==> config.mk <==
export PLATFORM = sky130hd
export DESIGN_NAME = tcw_timer
export DESIGN_NICKNAME = d
export VERILOG_FILES = /design/src/core/tcw_pkg.sv /design/src/core/tcw_chan_if.sv /design/src/core/tcw_timer.sv /design/src/core/tcw_channel.sv
export SDC_FILE = /design/constraint.sdc
export NUM_CORES = 1
export LEC_CHECK = 0
export BUFFER_PORTS_ARGS = -buffer_cell sky130_fd_sc_hd__buf_2
export CAP_MARGIN = 15
export CORE_AREA = 10 10 106 108
export CTS_BUF_LIST = sky130_fd_sc_hd__clkbuf_2
export DETAILED_ROUTE_END_ITERATION = 8
export DIE_AREA = 0 0 116 118
export PLACE_DENSITY = 0.76
export SYNTH_ARGS = -nofsm -noshare
export SYNTH_HDL_FRONTEND = slang
export SYNTH_SLANG_ARGS = --single-unit
==> constraint.sdc <==
create_clock -name clk -period 4.5 [get_ports clk]
set_input_delay 0.9 -clock clk [delete_from_list [all_inputs] [get_ports clk]]
set_output_delay 0.9 -clock clk [all_outputs]
set_load 0.005 [all_outputs]
==> src/core/tcw_pkg.sv <==
// Shared constants and types for the timer compare and waveform unit
package tcw_pkg;
  // Register byte offsets on the APB slave
  localparam logic [7:0] TCW_OFF_CTRL = 8'h00;
  localparam logic [7:0] TCW_OFF_COUNT = 8'h04;
  localparam logic [7:0] TCW_OFF_CMPA = 8'h08;
  localparam logic [7:0] TCW_OFF_CMPB = 8'h0c;
  localparam logic [7:0] TCW_OFF_PINCFG = 8'h10;
  localparam logic [7:0] TCW_OFF_FLAGS = 8'h14;
  localparam logic [7:0] TCW_OFF_FORCE = 8'h18;
  localparam logic [7:0] TCW_OFF_STATE = 8'h1c;

  // Field positions
  localparam int TCW_CTRL_WAVE_LSB = 0;
  localparam int TCW_CTRL_ACT_LSB = 4;
  localparam int TCW_PIN_DIR_LSB = 0;
  localparam int TCW_PIN_PORT_LSB = 2;
  localparam int TCW_FLAG_WRAP = 0;
  localparam int TCW_FLAG_MATCH_LSB = 1;

  // Values after reset
  localparam logic [2:0] TCW_RST_WAVE = 3'h0;
  localparam logic [1:0] TCW_RST_ACT = 2'h0;
  localparam logic [7:0] TCW_RST_COUNT = 8'h00;
  localparam logic [7:0] TCW_RST_CMP = 8'h00;
  localparam logic [1:0] TCW_RST_PIN = 2'h0;

  // Count extremes
  localparam logic [7:0] TCW_MAX = 8'hff;
  localparam logic [7:0] TCW_BOTTOM = 8'h00;

  // Waveform select codes
  localparam logic [2:0] TCW_WAVE_NORMAL = 3'h0;
  localparam logic [2:0] TCW_WAVE_CLEARMATCH = 3'h2;
  localparam logic [2:0] TCW_WAVE_FAST_MAX = 3'h3;
  localparam logic [2:0] TCW_WAVE_FAST_CMPA = 3'h7;

  // Output action field codes
  localparam logic [1:0] TCW_ACT_NONE = 2'h0;
  localparam logic [1:0] TCW_ACT_TOGGLE = 2'h1;
  localparam logic [1:0] TCW_ACT_CLEAR = 2'h2;
  localparam logic [1:0] TCW_ACT_SET = 2'h3;

  // Counting behaviour class decoded from the waveform select
  typedef enum logic [1:0] {TCW_CLS_NORMAL, TCW_CLS_CLEAR, TCW_CLS_FAST} tcw_wave_cls_t;
endpackage : tcw_pkg

==> src/core/tcw_chan_if.sv <==
// Bundle between the counter core and one compare channel
`timescale 1ns/1ps
`default_nettype none
interface tcw_chan_if;
  logic tick;
  logic match;
  logic wrapEv;
  logic forceEv;
  logic pwmMode;
  logic [1:0] action;
  logic state;
  modport ctl(output tick, output match, output wrapEv, output forceEv, output pwmMode, output action, input state);
  modport ch(input tick, input match, input wrapEv, input forceEv, input pwmMode, input action, output state);
endinterface : tcw_chan_if
`default_nettype wire

==> src/core/tcw_timer.sv <==
// Timer compare and waveform unit: counter, two compare channels, APB registers
// How it works
// Counter write blocks matches for next tick
// Mode switch keeps output state unchanged
// Nonzero action overrides port; direction bit gates
// Action zero never changes output state
// Action field takes effect at next match
// Force strobe applies action in non-PWM modes
// Only waveform select shapes the count
// Mode 0 counts up, wraps 0xff to 0
// Normal mode wrap flag set on zero
// Mode 2 clears counter at channel A compare
// Low compare write runs through 0xff first
// Mode 2 sets channel A flag at top
// Mode 2 action one toggles channel A
// Mode 2 wrap flag at max to zero
// Modes 3 and 7 single-slope; top 0xff/A
// PWM action two/three: match versus wrap
// Fast PWM clears counter tick after top
// Fast PWM sets wrap flag at top
// Compare zero spikes; compare max constant
// PWM action one toggles, buffering stays
// PWM compare buffered; otherwise written directly
// Match sets channel flag on the tick
// Force sets no flag, leaves counter alone
// Count, match and wrap step only on timer tick
// Software sets state before direction, avoids equal writes
//
// Chosen here: the address map and register access over APB.
`timescale 1ns/1ps
`default_nettype none
module tcw_timer
  import tcw_pkg::*;
(
  input wire logic clk,
  input wire logic sys_rst,
  input wire logic tmrTick,
  input wire logic [7:0] paddr,
  input wire logic psel,
  input wire logic penable,
  input wire logic pwrite,
  input wire logic [31:0] pwdata,
  output logic [31:0] prdata,
  output logic pready,
  output logic pslverr,
  output logic pinAOut,
  output logic pinAOe,
  output logic pinBOut,
  output logic pinBOe
);
  localparam int NCH = 2;

  logic [2:0] waveSel_q;
  logic [NCH-1:0][1:0] act_q;
  logic [7:0] count_q;
  logic [NCH-1:0][7:0] cmpBuf_q;
  logic [NCH-1:0][7:0] cmp_q;
  logic [NCH-1:0] dir_q;
  logic [NCH-1:0] portOut_q;
  logic wrapFlag_q;
  logic [NCH-1:0] matchFlag_q;
  logic block_q;
  logic pready_q;
  logic pslverr_q;
  logic [31:0] prdata_q;
  logic [NCH-1:0] pinOut_q;
  logic [NCH-1:0] pinOe_q;

  tcw_wave_cls_t waveCls;
  logic pwmMode;
  logic [7:0] top;
  logic atTop;
  logic [NCH-1:0] match;
  logic [NCH-1:0] chState;
  logic wrapEv;
  logic accEdge;
  logic wrEn;
  logic wrCount;
  logic wrFlags;
  logic wrForce;
  logic [NCH-1:0] wrCmp;
  logic addrHit;
  logic [31:0] rdData;

  // Bus decode; writes land only on the edge that completes the access
  assign accEdge = psel && penable && pready_q;
  assign wrEn = accEdge && pwrite && addrHit;
  assign wrCount = wrEn && (paddr == TCW_OFF_COUNT);
  assign wrFlags = wrEn && (paddr == TCW_OFF_FLAGS);
  assign wrForce = wrEn && (paddr == TCW_OFF_FORCE);
  assign wrCmp[0] = wrEn && (paddr == TCW_OFF_CMPA);
  assign wrCmp[1] = wrEn && (paddr == TCW_OFF_CMPB);

  // Counting class comes from the waveform select alone
  always_comb begin
    case (waveSel_q)
      TCW_WAVE_NORMAL: waveCls = TCW_CLS_NORMAL;
      TCW_WAVE_CLEARMATCH: waveCls = TCW_CLS_CLEAR;
      TCW_WAVE_FAST_MAX: waveCls = TCW_CLS_FAST;
      TCW_WAVE_FAST_CMPA: waveCls = TCW_CLS_FAST;
      default: waveCls = TCW_CLS_NORMAL;
    endcase
  end

  assign pwmMode = (waveCls == TCW_CLS_FAST);
  assign top = (waveSel_q == TCW_WAVE_FAST_CMPA) ? cmp_q[0] : TCW_MAX;
  assign atTop = (count_q == top);

  // Matches are judged on the tick and masked after a counter write
  always_comb begin
    for (int i = 0; i < NCH; i++) begin
      match[i] = tmrTick && (count_q == cmp_q[i]) && !block_q;
    end
  end

  // Wrap event: at top in fast PWM, at max otherwise
  assign wrapEv = tmrTick && (pwmMode ? atTop : (count_q == TCW_MAX));

  // Control fields; action field is not buffered, it is read live
  always_ff @(posedge clk or posedge sys_rst) begin
    if (sys_rst) begin
      waveSel_q <= TCW_RST_WAVE;
      act_q <= {NCH{TCW_RST_ACT}};
    end else if (wrEn && (paddr == TCW_OFF_CTRL)) begin
      waveSel_q <= pwdata[TCW_CTRL_WAVE_LSB +: 3];
      act_q <= pwdata[TCW_CTRL_ACT_LSB +: 2*NCH];
    end
  end

  // Pin configuration register: direction and general port level
  always_ff @(posedge clk or posedge sys_rst) begin
    if (sys_rst) begin
      dir_q <= TCW_RST_PIN;
      portOut_q <= TCW_RST_PIN;
    end else if (wrEn && (paddr == TCW_OFF_PINCFG)) begin
      dir_q <= pwdata[TCW_PIN_DIR_LSB +: NCH];
      portOut_q <= pwdata[TCW_PIN_PORT_LSB +: NCH];
    end
  end

  // Counter; software write outranks every clear or count
  always_ff @(posedge clk or posedge sys_rst) begin
    if (sys_rst) begin
      count_q <= TCW_RST_COUNT;
    end else if (wrCount) begin
      count_q <= pwdata[7:0];
    end else if (tmrTick) begin
      case (waveCls)
        TCW_CLS_FAST: count_q <= atTop ? TCW_BOTTOM : count_q + 8'h01;
        TCW_CLS_CLEAR: count_q <= match[0] ? TCW_BOTTOM : count_q + 8'h01;
        default: count_q <= count_q + 8'h01; // Plain wrap through 0xff
      endcase
    end
  end

  // Block armed by a counter write, consumed by the next tick
  always_ff @(posedge clk or posedge sys_rst) begin
    if (sys_rst) begin
      block_q <= 1'b0;
    end else if (wrCount) begin
      block_q <= 1'b1;
    end else if (tmrTick) begin
      block_q <= 1'b0;
    end
  end

  // Compare values: direct in non-PWM, reloaded at top in PWM
  always_ff @(posedge clk or posedge sys_rst) begin
    if (sys_rst) begin
      cmpBuf_q <= {NCH{TCW_RST_CMP}};
      cmp_q <= {NCH{TCW_RST_CMP}};
    end else begin
      for (int i = 0; i < NCH; i++) begin
        if (wrCmp[i]) begin
          cmpBuf_q[i] <= pwdata[7:0];
        end
        if (wrCmp[i] && !pwmMode) begin
          cmp_q[i] <= pwdata[7:0];
        end else if (pwmMode && tmrTick && atTop) begin
          cmp_q[i] <= cmpBuf_q[i];
        end
      end
    end
  end

  // Sticky flags; write one clears, but a same-cycle set wins
  always_ff @(posedge clk or posedge sys_rst) begin
    if (sys_rst) begin
      wrapFlag_q <= 1'b0;
      matchFlag_q <= '0;
    end else begin
      wrapFlag_q <= wrapEv || (wrapFlag_q && !(wrFlags && pwdata[TCW_FLAG_WRAP]));
      for (int i = 0; i < NCH; i++) begin
        matchFlag_q[i] <= match[i] || (matchFlag_q[i] && !(wrFlags && pwdata[TCW_FLAG_MATCH_LSB + i]));
      end
    end
  end

  // One channel instance per compare unit
  genvar g;
  for (g = 0; g < NCH; g++) begin : gCh
    tcw_chan_if chIf();
    assign chIf.tick = tmrTick;
    assign chIf.match = match[g];
    assign chIf.wrapEv = wrapEv;
    assign chIf.forceEv = wrForce && pwdata[g]; // Force never touches flags or counter
    assign chIf.pwmMode = pwmMode;
    assign chIf.action = act_q[g];
    assign chState[g] = chIf.state;
    tcw_channel uChan (
      .clk(clk),
      .sys_rst(sys_rst),
      .ch(chIf.ch)
    );
  end

  // Pin override; registered so outputs come straight from flops
  always_ff @(posedge clk or posedge sys_rst) begin
    if (sys_rst) begin
      pinOut_q <= '0;
      pinOe_q <= '0;
    end else begin
      for (int i = 0; i < NCH; i++) begin
        pinOut_q[i] <= (act_q[i] != TCW_ACT_NONE) ? chState[i] : portOut_q[i];
        pinOe_q[i] <= dir_q[i];
      end
    end
  end

  // Read mux; buffered compare shows what software last wrote
  always_comb begin
    rdData = 32'h00000000;
    addrHit = 1'b1;
    case (paddr)
      TCW_OFF_CTRL: rdData = {24'h000000, act_q, 1'b0, waveSel_q};
      TCW_OFF_COUNT: rdData = {24'h000000, count_q};
      TCW_OFF_CMPA: rdData = {24'h000000, cmpBuf_q[0]};
      TCW_OFF_CMPB: rdData = {24'h000000, cmpBuf_q[1]};
      TCW_OFF_PINCFG: rdData = {28'h0000000, portOut_q, dir_q};
      TCW_OFF_FLAGS: rdData = {29'h00000000, matchFlag_q, wrapFlag_q};
      TCW_OFF_FORCE: rdData = 32'h00000000;
      TCW_OFF_STATE: rdData = {30'h00000000, chState};
      default: addrHit = 1'b0;
    endcase
  end

  // APB answer one cycle into the access phase; unmapped gives pslverr
  always_ff @(posedge clk or posedge sys_rst) begin
    if (sys_rst) begin
      pready_q <= 1'b0;
      pslverr_q <= 1'b0;
      prdata_q <= 32'h00000000;
    end else begin
      pready_q <= psel && penable && !pready_q;
      pslverr_q <= psel && penable && !pready_q && !addrHit;
      prdata_q <= (psel && penable && !pready_q && !pwrite) ? rdData : 32'h00000000;
    end
  end

  assign prdata = prdata_q;
  assign pready = pready_q;
  assign pslverr = pslverr_q;
  assign pinAOut = pinOut_q[0];
  assign pinAOe = pinOe_q[0];
  assign pinBOut = pinOut_q[1];
  assign pinBOe = pinOe_q[1];
endmodule : tcw_timer
`default_nettype wire

==> src/core/tcw_channel.sv <==
// One compare channel: the internal output state register and its actions
`timescale 1ns/1ps
`default_nettype none
module tcw_channel
  import tcw_pkg::*;
(
  input wire logic clk,
  input wire logic sys_rst,
  tcw_chan_if.ch ch
);
  logic state_q;

  // Applies one action code to the present state
  function automatic logic actOut(input logic [1:0] act, input logic cur);
    logic res;
    res = cur;
    case (act)
      TCW_ACT_TOGGLE: res = ~cur;
      TCW_ACT_CLEAR: res = 1'b0;
      TCW_ACT_SET: res = 1'b1;
      default: res = cur;
    endcase
    return res;
  endfunction : actOut

  // State changes only on force, match or wrap; mode switches leave it alone
  always_ff @(posedge clk or posedge sys_rst) begin
    if (sys_rst) begin
      state_q <= 1'b0;
    end else if (ch.forceEv && !ch.pwmMode) begin
      state_q <= actOut(ch.action, state_q); // Force ignored in PWM modes
    end else if (ch.tick) begin
      if (ch.pwmMode && ch.wrapEv && ch.action[1]) begin
        state_q <= ~ch.action[0]; // Wrap wins over match, so max compare is constant
      end else if (ch.match) begin
        state_q <= actOut(ch.action, state_q); // Action zero holds; field read live
      end
    end
  end

  assign ch.state = state_q;
endmodule : tcw_channel
`default_nettype wire

* Yosys cells after proc, flatten, opt, wreduce, memory -nomap -nowiden
Cells that the tools add are included.
Storage, ports and cells: input bits 46, register bits after elaboration 95
Cells by class: bitwise operators 4, reduce and logical (&&, ||, !) cells 61, mux-type cells 29, equal/unequal tests 22, $add $sub $neg 1
Operators by type and width (count):
- 8-bit 2-to-1 mux | 9
- 8-bit one-hot mux with 7 select lines | 1
- 1-bit logical AND | 36
- 8-bit by 5-bit == test with 1-bit output, second input constant | 4
- 32-bit 2-to-1 mux | 1
- 8-bit == test | 3
- 8-bit by 4-bit == test with 1-bit output, second input constant | 2
- 8-bit one-hot mux with 2 select lines | 1
- 1-bit 2-to-1 mux | 14
- 2-bit nonzero test | 7
- 2-bit == test, second input constant | 5
- 8-bit by 1-bit adder with 8-bit output, second input constant | 1
- 8-bit by 3-bit == test with 1-bit output, second input constant | 1
- 8-bit == test, second input constant | 1
- 1-bit zero test | 8
- 8-bit zero test | 1
- 8-bit OR reduction | 1
- 2-bit by 1-bit == test with 1-bit output, second input constant | 3
- 3-bit by 2-bit == test with 1-bit output, second input constant | 2
- 1-bit one-hot mux with 3 select lines | 2
- 3-bit nonzero test | 2
- 1-bit inverter | 4
- 2-bit one-hot mux with 2 select lines | 1
- 2-bit AND reduction | 2
- other kinds (3) | 5

* Depth between registers and ports, before layout
depth in word-level cells 11, gate-level depth with buffers 10, mapped depth without buffers 8

* By module
A second synthesis with hierarchy kept.
Second synthesis, totals: cells, all modules 401, area total of the unflattened synthesis 4070.2 µm²
Modules (own cells, without submodules):
- tcw_timer | sequential area each 1726.7 µm², times used 1, area an instance 3867.5 µm², cells an instance 375
- tcw_channel | sequential area each 25.0 µm², times used 2, area an instance 101.3 µm², cells an instance 13

* Least setup slack after synthesis
No wires, ideal clock.
path kind input to register, start point in paddr[5], end point reg count_q[5], path buffers 2, data required time 4.376 ns, library setup time 0.124 ns, arrival time 2.501 ns, stages on the path 9, setup slack 1.875 ns, path through or3_1 -> buf_4 -> nor2_2 -> and3b_1 -> buf_4 -> nand2_1 -> nand4b_1 -> a21oi_1 -> a211o_1
On the way: cells in the longest elaborated chain, start to end 6, elaborated cells on any way between the ends 14, those cells by class eq/ne (7); mux (2); reduce/logical (5)
RTL lines:
- start: declaration | line tcw_timer.sv:38 | input wire logic [7:0] paddr,
- 8-bit by 3-bit == test with 1-bit output (tied with other cells) | line tcw_timer.sv:88, tcw_timer.sv:234
- 8-bit OR reduction (no source line)
- 1-bit 2-to-1 mux | line tcw_timer.sv:234 | case (paddr)
- 1-bit logical AND | line tcw_timer.sv:87 | assign wrEn = accEdge && pwrite && addrHit;
- 1-bit logical AND (*) | line tcw_timer.sv:88 | assign wrCount = wrEn && (paddr == TCW_OFF_COUNT);
- 8-bit 2-to-1 mux or 2-bit nonzero test (tied branches)
- end signal: assignment | line tcw_timer.sv:146 | count_q <= pwdata[7:0];
- end signal: assignment | line tcw_timer.sv:149 | TCW_CLS_FAST: count_q <= atTop ? TCW_BOTTOM : count_q + 8'h01;
- end signal: assignment | line tcw_timer.sv:150 | TCW_CLS_CLEAR: count_q <= match[0] ? TCW_BOTTOM : count_q + 8'h01;
- end: declaration | line tcw_timer.sv:55 | logic [7:0] count_q;
Mark *: on every way between the ends. The rest lies on a longest branch, timed or not. A chain may end at the register's enable or synchronous reset.

* Final worst setup path
start point in paddr[5], end point reg cmp_q[0] (netlist name)
On the way: cells in the longest elaborated chain, start to end 7, elaborated cells on any way between the ends 15, those cells by class eq/ne (7); mux (2); reduce/logical (6)
RTL lines:
- 8-bit by 3-bit == test with 1-bit output (tied with other cells) | line tcw_timer.sv:234
- 8-bit OR reduction (no source line)
- 1-bit 2-to-1 mux | line tcw_timer.sv:234
- 1-bit logical AND | line tcw_timer.sv:87
- 1-bit logical AND (*) | line tcw_timer.sv:91 | assign wrCmp[0] = wrEn && (paddr == TCW_OFF_CMPA);
- 1-bit logical AND (*) | line tcw_timer.sv:177 | if (wrCmp[i] && !pwmMode) begin
- 8-bit 2-to-1 mux or 2-bit nonzero test (tied branches)
- end signal: assignment | line tcw_timer.sv:171 | cmp_q <= {NCH{TCW_RST_CMP}};
- end signal: indexed assignment | line tcw_timer.sv:178 | cmp_q[i] <= pwdata[7:0];
- end signal: indexed assignment | line tcw_timer.sv:180 | cmp_q[i] <= cmpBuf_q[i];
- end: declaration | line tcw_timer.sv:57 | logic [NCH-1:0][7:0] cmp_q;
Marks and branches as above.

==> run summary <==
Post-CTS Resized - 0
Worst Skew - 0.0200 ns
CTS tree - done
Switching pwr - 0.000420 W
Crit path max-delay family - simple AND/OR/NAND/NOR gates
Seq/Total Area, Yosys - 44.6%
Syn avg cell area - 10.3 um2
Asr flop ratio synth - 100%
Total number of yosys warnings - 0
Final setup vio count - 0
Yosys top cell area share - 44.6%
Clock slew at reported path FFs - 0.18 ns
Clock share of power - 26.6%
Initial antenna violation count - 0
Clk buf depth - 2
Sink Count - 71
Die Area - 13700 um2
RR Startpoint - count_q[1]
Synth top area cells - dfrtp_1 45%, mux2_2 8.2%, buf_4 5.1%, nand2_1 4.1%, a21oi_1 2.4%
Htree depth - 3
Setup repair bufs after CTS - 0
Tcrit/Tclk final - 61.3%
Worst Path Required - 4.92 ns
Routability Congestion - 0.890
Final Slew Violations - 0
Cells along the critical path - buf_2 > or3_1 > nor4_4 > and2b_1 > and2b_2 > nor2_1 > nand2_1 > nand2_1
Synth Register Bits - 71
Fillers - 874
Fin. Hold Viols - 0
Post-Layout Cell Count - 528
Max FO, Critical Path - 12
RSZ-0062 raised after global routing - no
Synth Instances - 387
TritonCTS Buffers - 9
Cell depth of the worst setup path - 8
Yosys top cell by area - dfrtp_1
Setup crit start kind - primary input
Pwr dens - 319 nW/um2
Seq pwr share - 56.1%
Distinct cells, synth - 59
CP endpoint - cmp_q[0]
Post-synth EDFFs - 0
Fin Setup TNS - 0 ns
Die Span Y - 118 um
Primary FF master, synth - dfrtp_1
Inserted Diodes - 0
Largest stage delay on the critical path - 0.58 ns
Area Overhead vs Synth - 5.02%
Slew margin rel. - 36.3%
Reg-to-Reg End - count_q[4]
Max frequency - 363 MHz
Hold_buf cts - 0
Worst Reg2Reg Path Length in Cells - 7
IO Pins - 84
Overflow after GRT - 0
Sw Ratio - 31.5%
Most frequent cell after synthesis - dfrtp_1
# nets final - 461
Clock latency on the worst-skew pair - 0.52 ns
Actual slew at the worst max-slew pin - 0.954 ns
Initial DRC count - 158
Total length of routed wires - 9.48 mm
Width of the die - 116 um
Post-route DRC violation count - 0
DRT Pass-1 Iters - 5
Status - finished, final reports clean
Total track usage - 14.1%
Vias - 2962
CP bufs+invs - 1
Layout cells sized above 1 - 23.5%
Final Critical Period - 2.76 ns
Comb power frac - 17.2%
Vias in the first global route - 2924
Top cells by count, synth - 71 x dfrtp_1, 44 x nand2_1, 29 x mux2_2
Worst Setup SP - paddr[5]
Pint - 0.000915 W
Setup crit end kind - flip-flop
Leak pwr - 2.07 nW
Final hold slack - 0.425 ns
Max VDD drop - 162 uV
Worst min path class - reg2reg
ANT nets after route - 0
First-pass GRT wire length - 15.2 mm
Max Cap Viol - 0
Placed cells - 512
R2R Setup Slk - 1.96 ns
Post-DP HPWL - 7.08 mm
Starting Density - 43.8%
Crit path DAT - 3.18 ns
Largest net degree at the start of global routing - 47
Kind of critical path - in2reg
Root Buffer - clkbuf_2
Crit path top cell by count - nand2_1
CP max stage cell - nor4_4
Vias per inst - 5.61
Site Rows - 35
Port bufs - 35
Drt wl/cell - 18.0 um
CORE AREA - 9110 um2
Synthesized cell area - 3990 um2
registers in the layout, indices dropped and copies added, names as in the netlist, 3 cells and up:
signal and flops:
cmpBuf_q 16, count_q 8, cmp_q 16, gCh.chIf.action 4
waveSel_q 3, prdata 8
through the flow:
stage	utilization [%]	area [um2]	setup slack [ns]	total power [W]
CTS	46.0	4190	1.76	0.00134
floorplan	-	4070	1.80	0.000956
global route	46.0	4190	1.57	0.00140
finish	46.0	4190	1.74	0.00134
global placement	44.8	4080	1.24	0.000979
detailed placement	44.8	4080	1.20	0.000987
how the worst min path moves through the flow:
stage	startpoint	to	slack (ns)	cells past startpoint
6_report	dir_q[0]	pinOe_q[0]	0.43	0
5_1_grt	dir_q[0]	pinOe_q[0]	0.44	0
4_1_cts	dir_q[0]	pinOe_q[0]	0.43	0
3_5_place_dp	dir_q[0]	pinOe_q[0]	0.39	0
3_3_place_gp	dir_q[0]	pinOe_q[0]	0.39	0
2_1_floorplan	dir_q[0]	pinOe_q[0]	0.37	0
routing by layer:
metal / vias to the layer above / share of wire (%) / global-route usage (%)
met4: 0 / 2.3 / 6.73
met5: - / 0 / 0
li1: 1391 / - / -
met1: 1473 / 43 / 17.0
met3: 20 / 5.2 / 3.31
met2: 78 / 50 / 23.0
power by group through the flow:
stage	Combinational (W)	Sequential [W]	Clock [W]
2_1_floorplan	0.000258	0.000698	0
3_3_place_gp	0.000221	0.000758	0
3_5_place_dp	0.000227	0.000759	0
4_1_cts	0.000229	0.000747	0.000364
5_1_grt	0.000260	0.000757	0.000386
6_report	0.000230	0.000750	0.000356
cell families after synthesis:
| family | Yosys count | share of synthesized area [%] |
|---|---|---|
| compound gates | 85 | 15.6 |
| mux | 36 | 9.95 |
| xor+xnor | 9 | 1.98 |
| fa+ha+maj | 3 | 0.942 |
| buf+inv | 59 | 9.29 |
| flops | 71 | 44.6 |
| simple gates | 123 | 17.6 |
| other cells | 1 | 0.0941 |
layout make-up:
class                      instances  area [um2]  share of cell area, %
multi-input combinational        280        1930                   46.0
sequential                        71        1780                   42.4
timing repair buffer              37         190                   4.54
inverter                          13        48.8                   1.17
clock inverter                     4        46.3                   1.11
clock buffer                      12        60.1                   1.43
tap                              111         139                   3.32
cells in the final DEF, fill, tap and decap left out, types with 3 or more instances in the layout:
cell type and n:
or3_1 4, a21o_1 8, o22ai_1 4, ha_1 3, clkbuf_2 12, nor2b_1 4
inv_1 12, conb_1 24, o21ai_1 4, a21oi_1 19, mux2i_1 7, nand2_1 44
nand4_1 5, a211o_1 5, a22oi_1 10, nor2_1 17, nand3_1 6, dfrtp_1 71
xor2_1 8, a222oi_1 4, nand2b_1 4, mux2_2 29, and3_1 7, buf_2 35
a211oi_1 6, a22o_1 8, nor3_1 6, a31oi_1 4, nor4_4 3, o21ai_0 4
No activity file was read; power rests on OpenSTA's default activity.
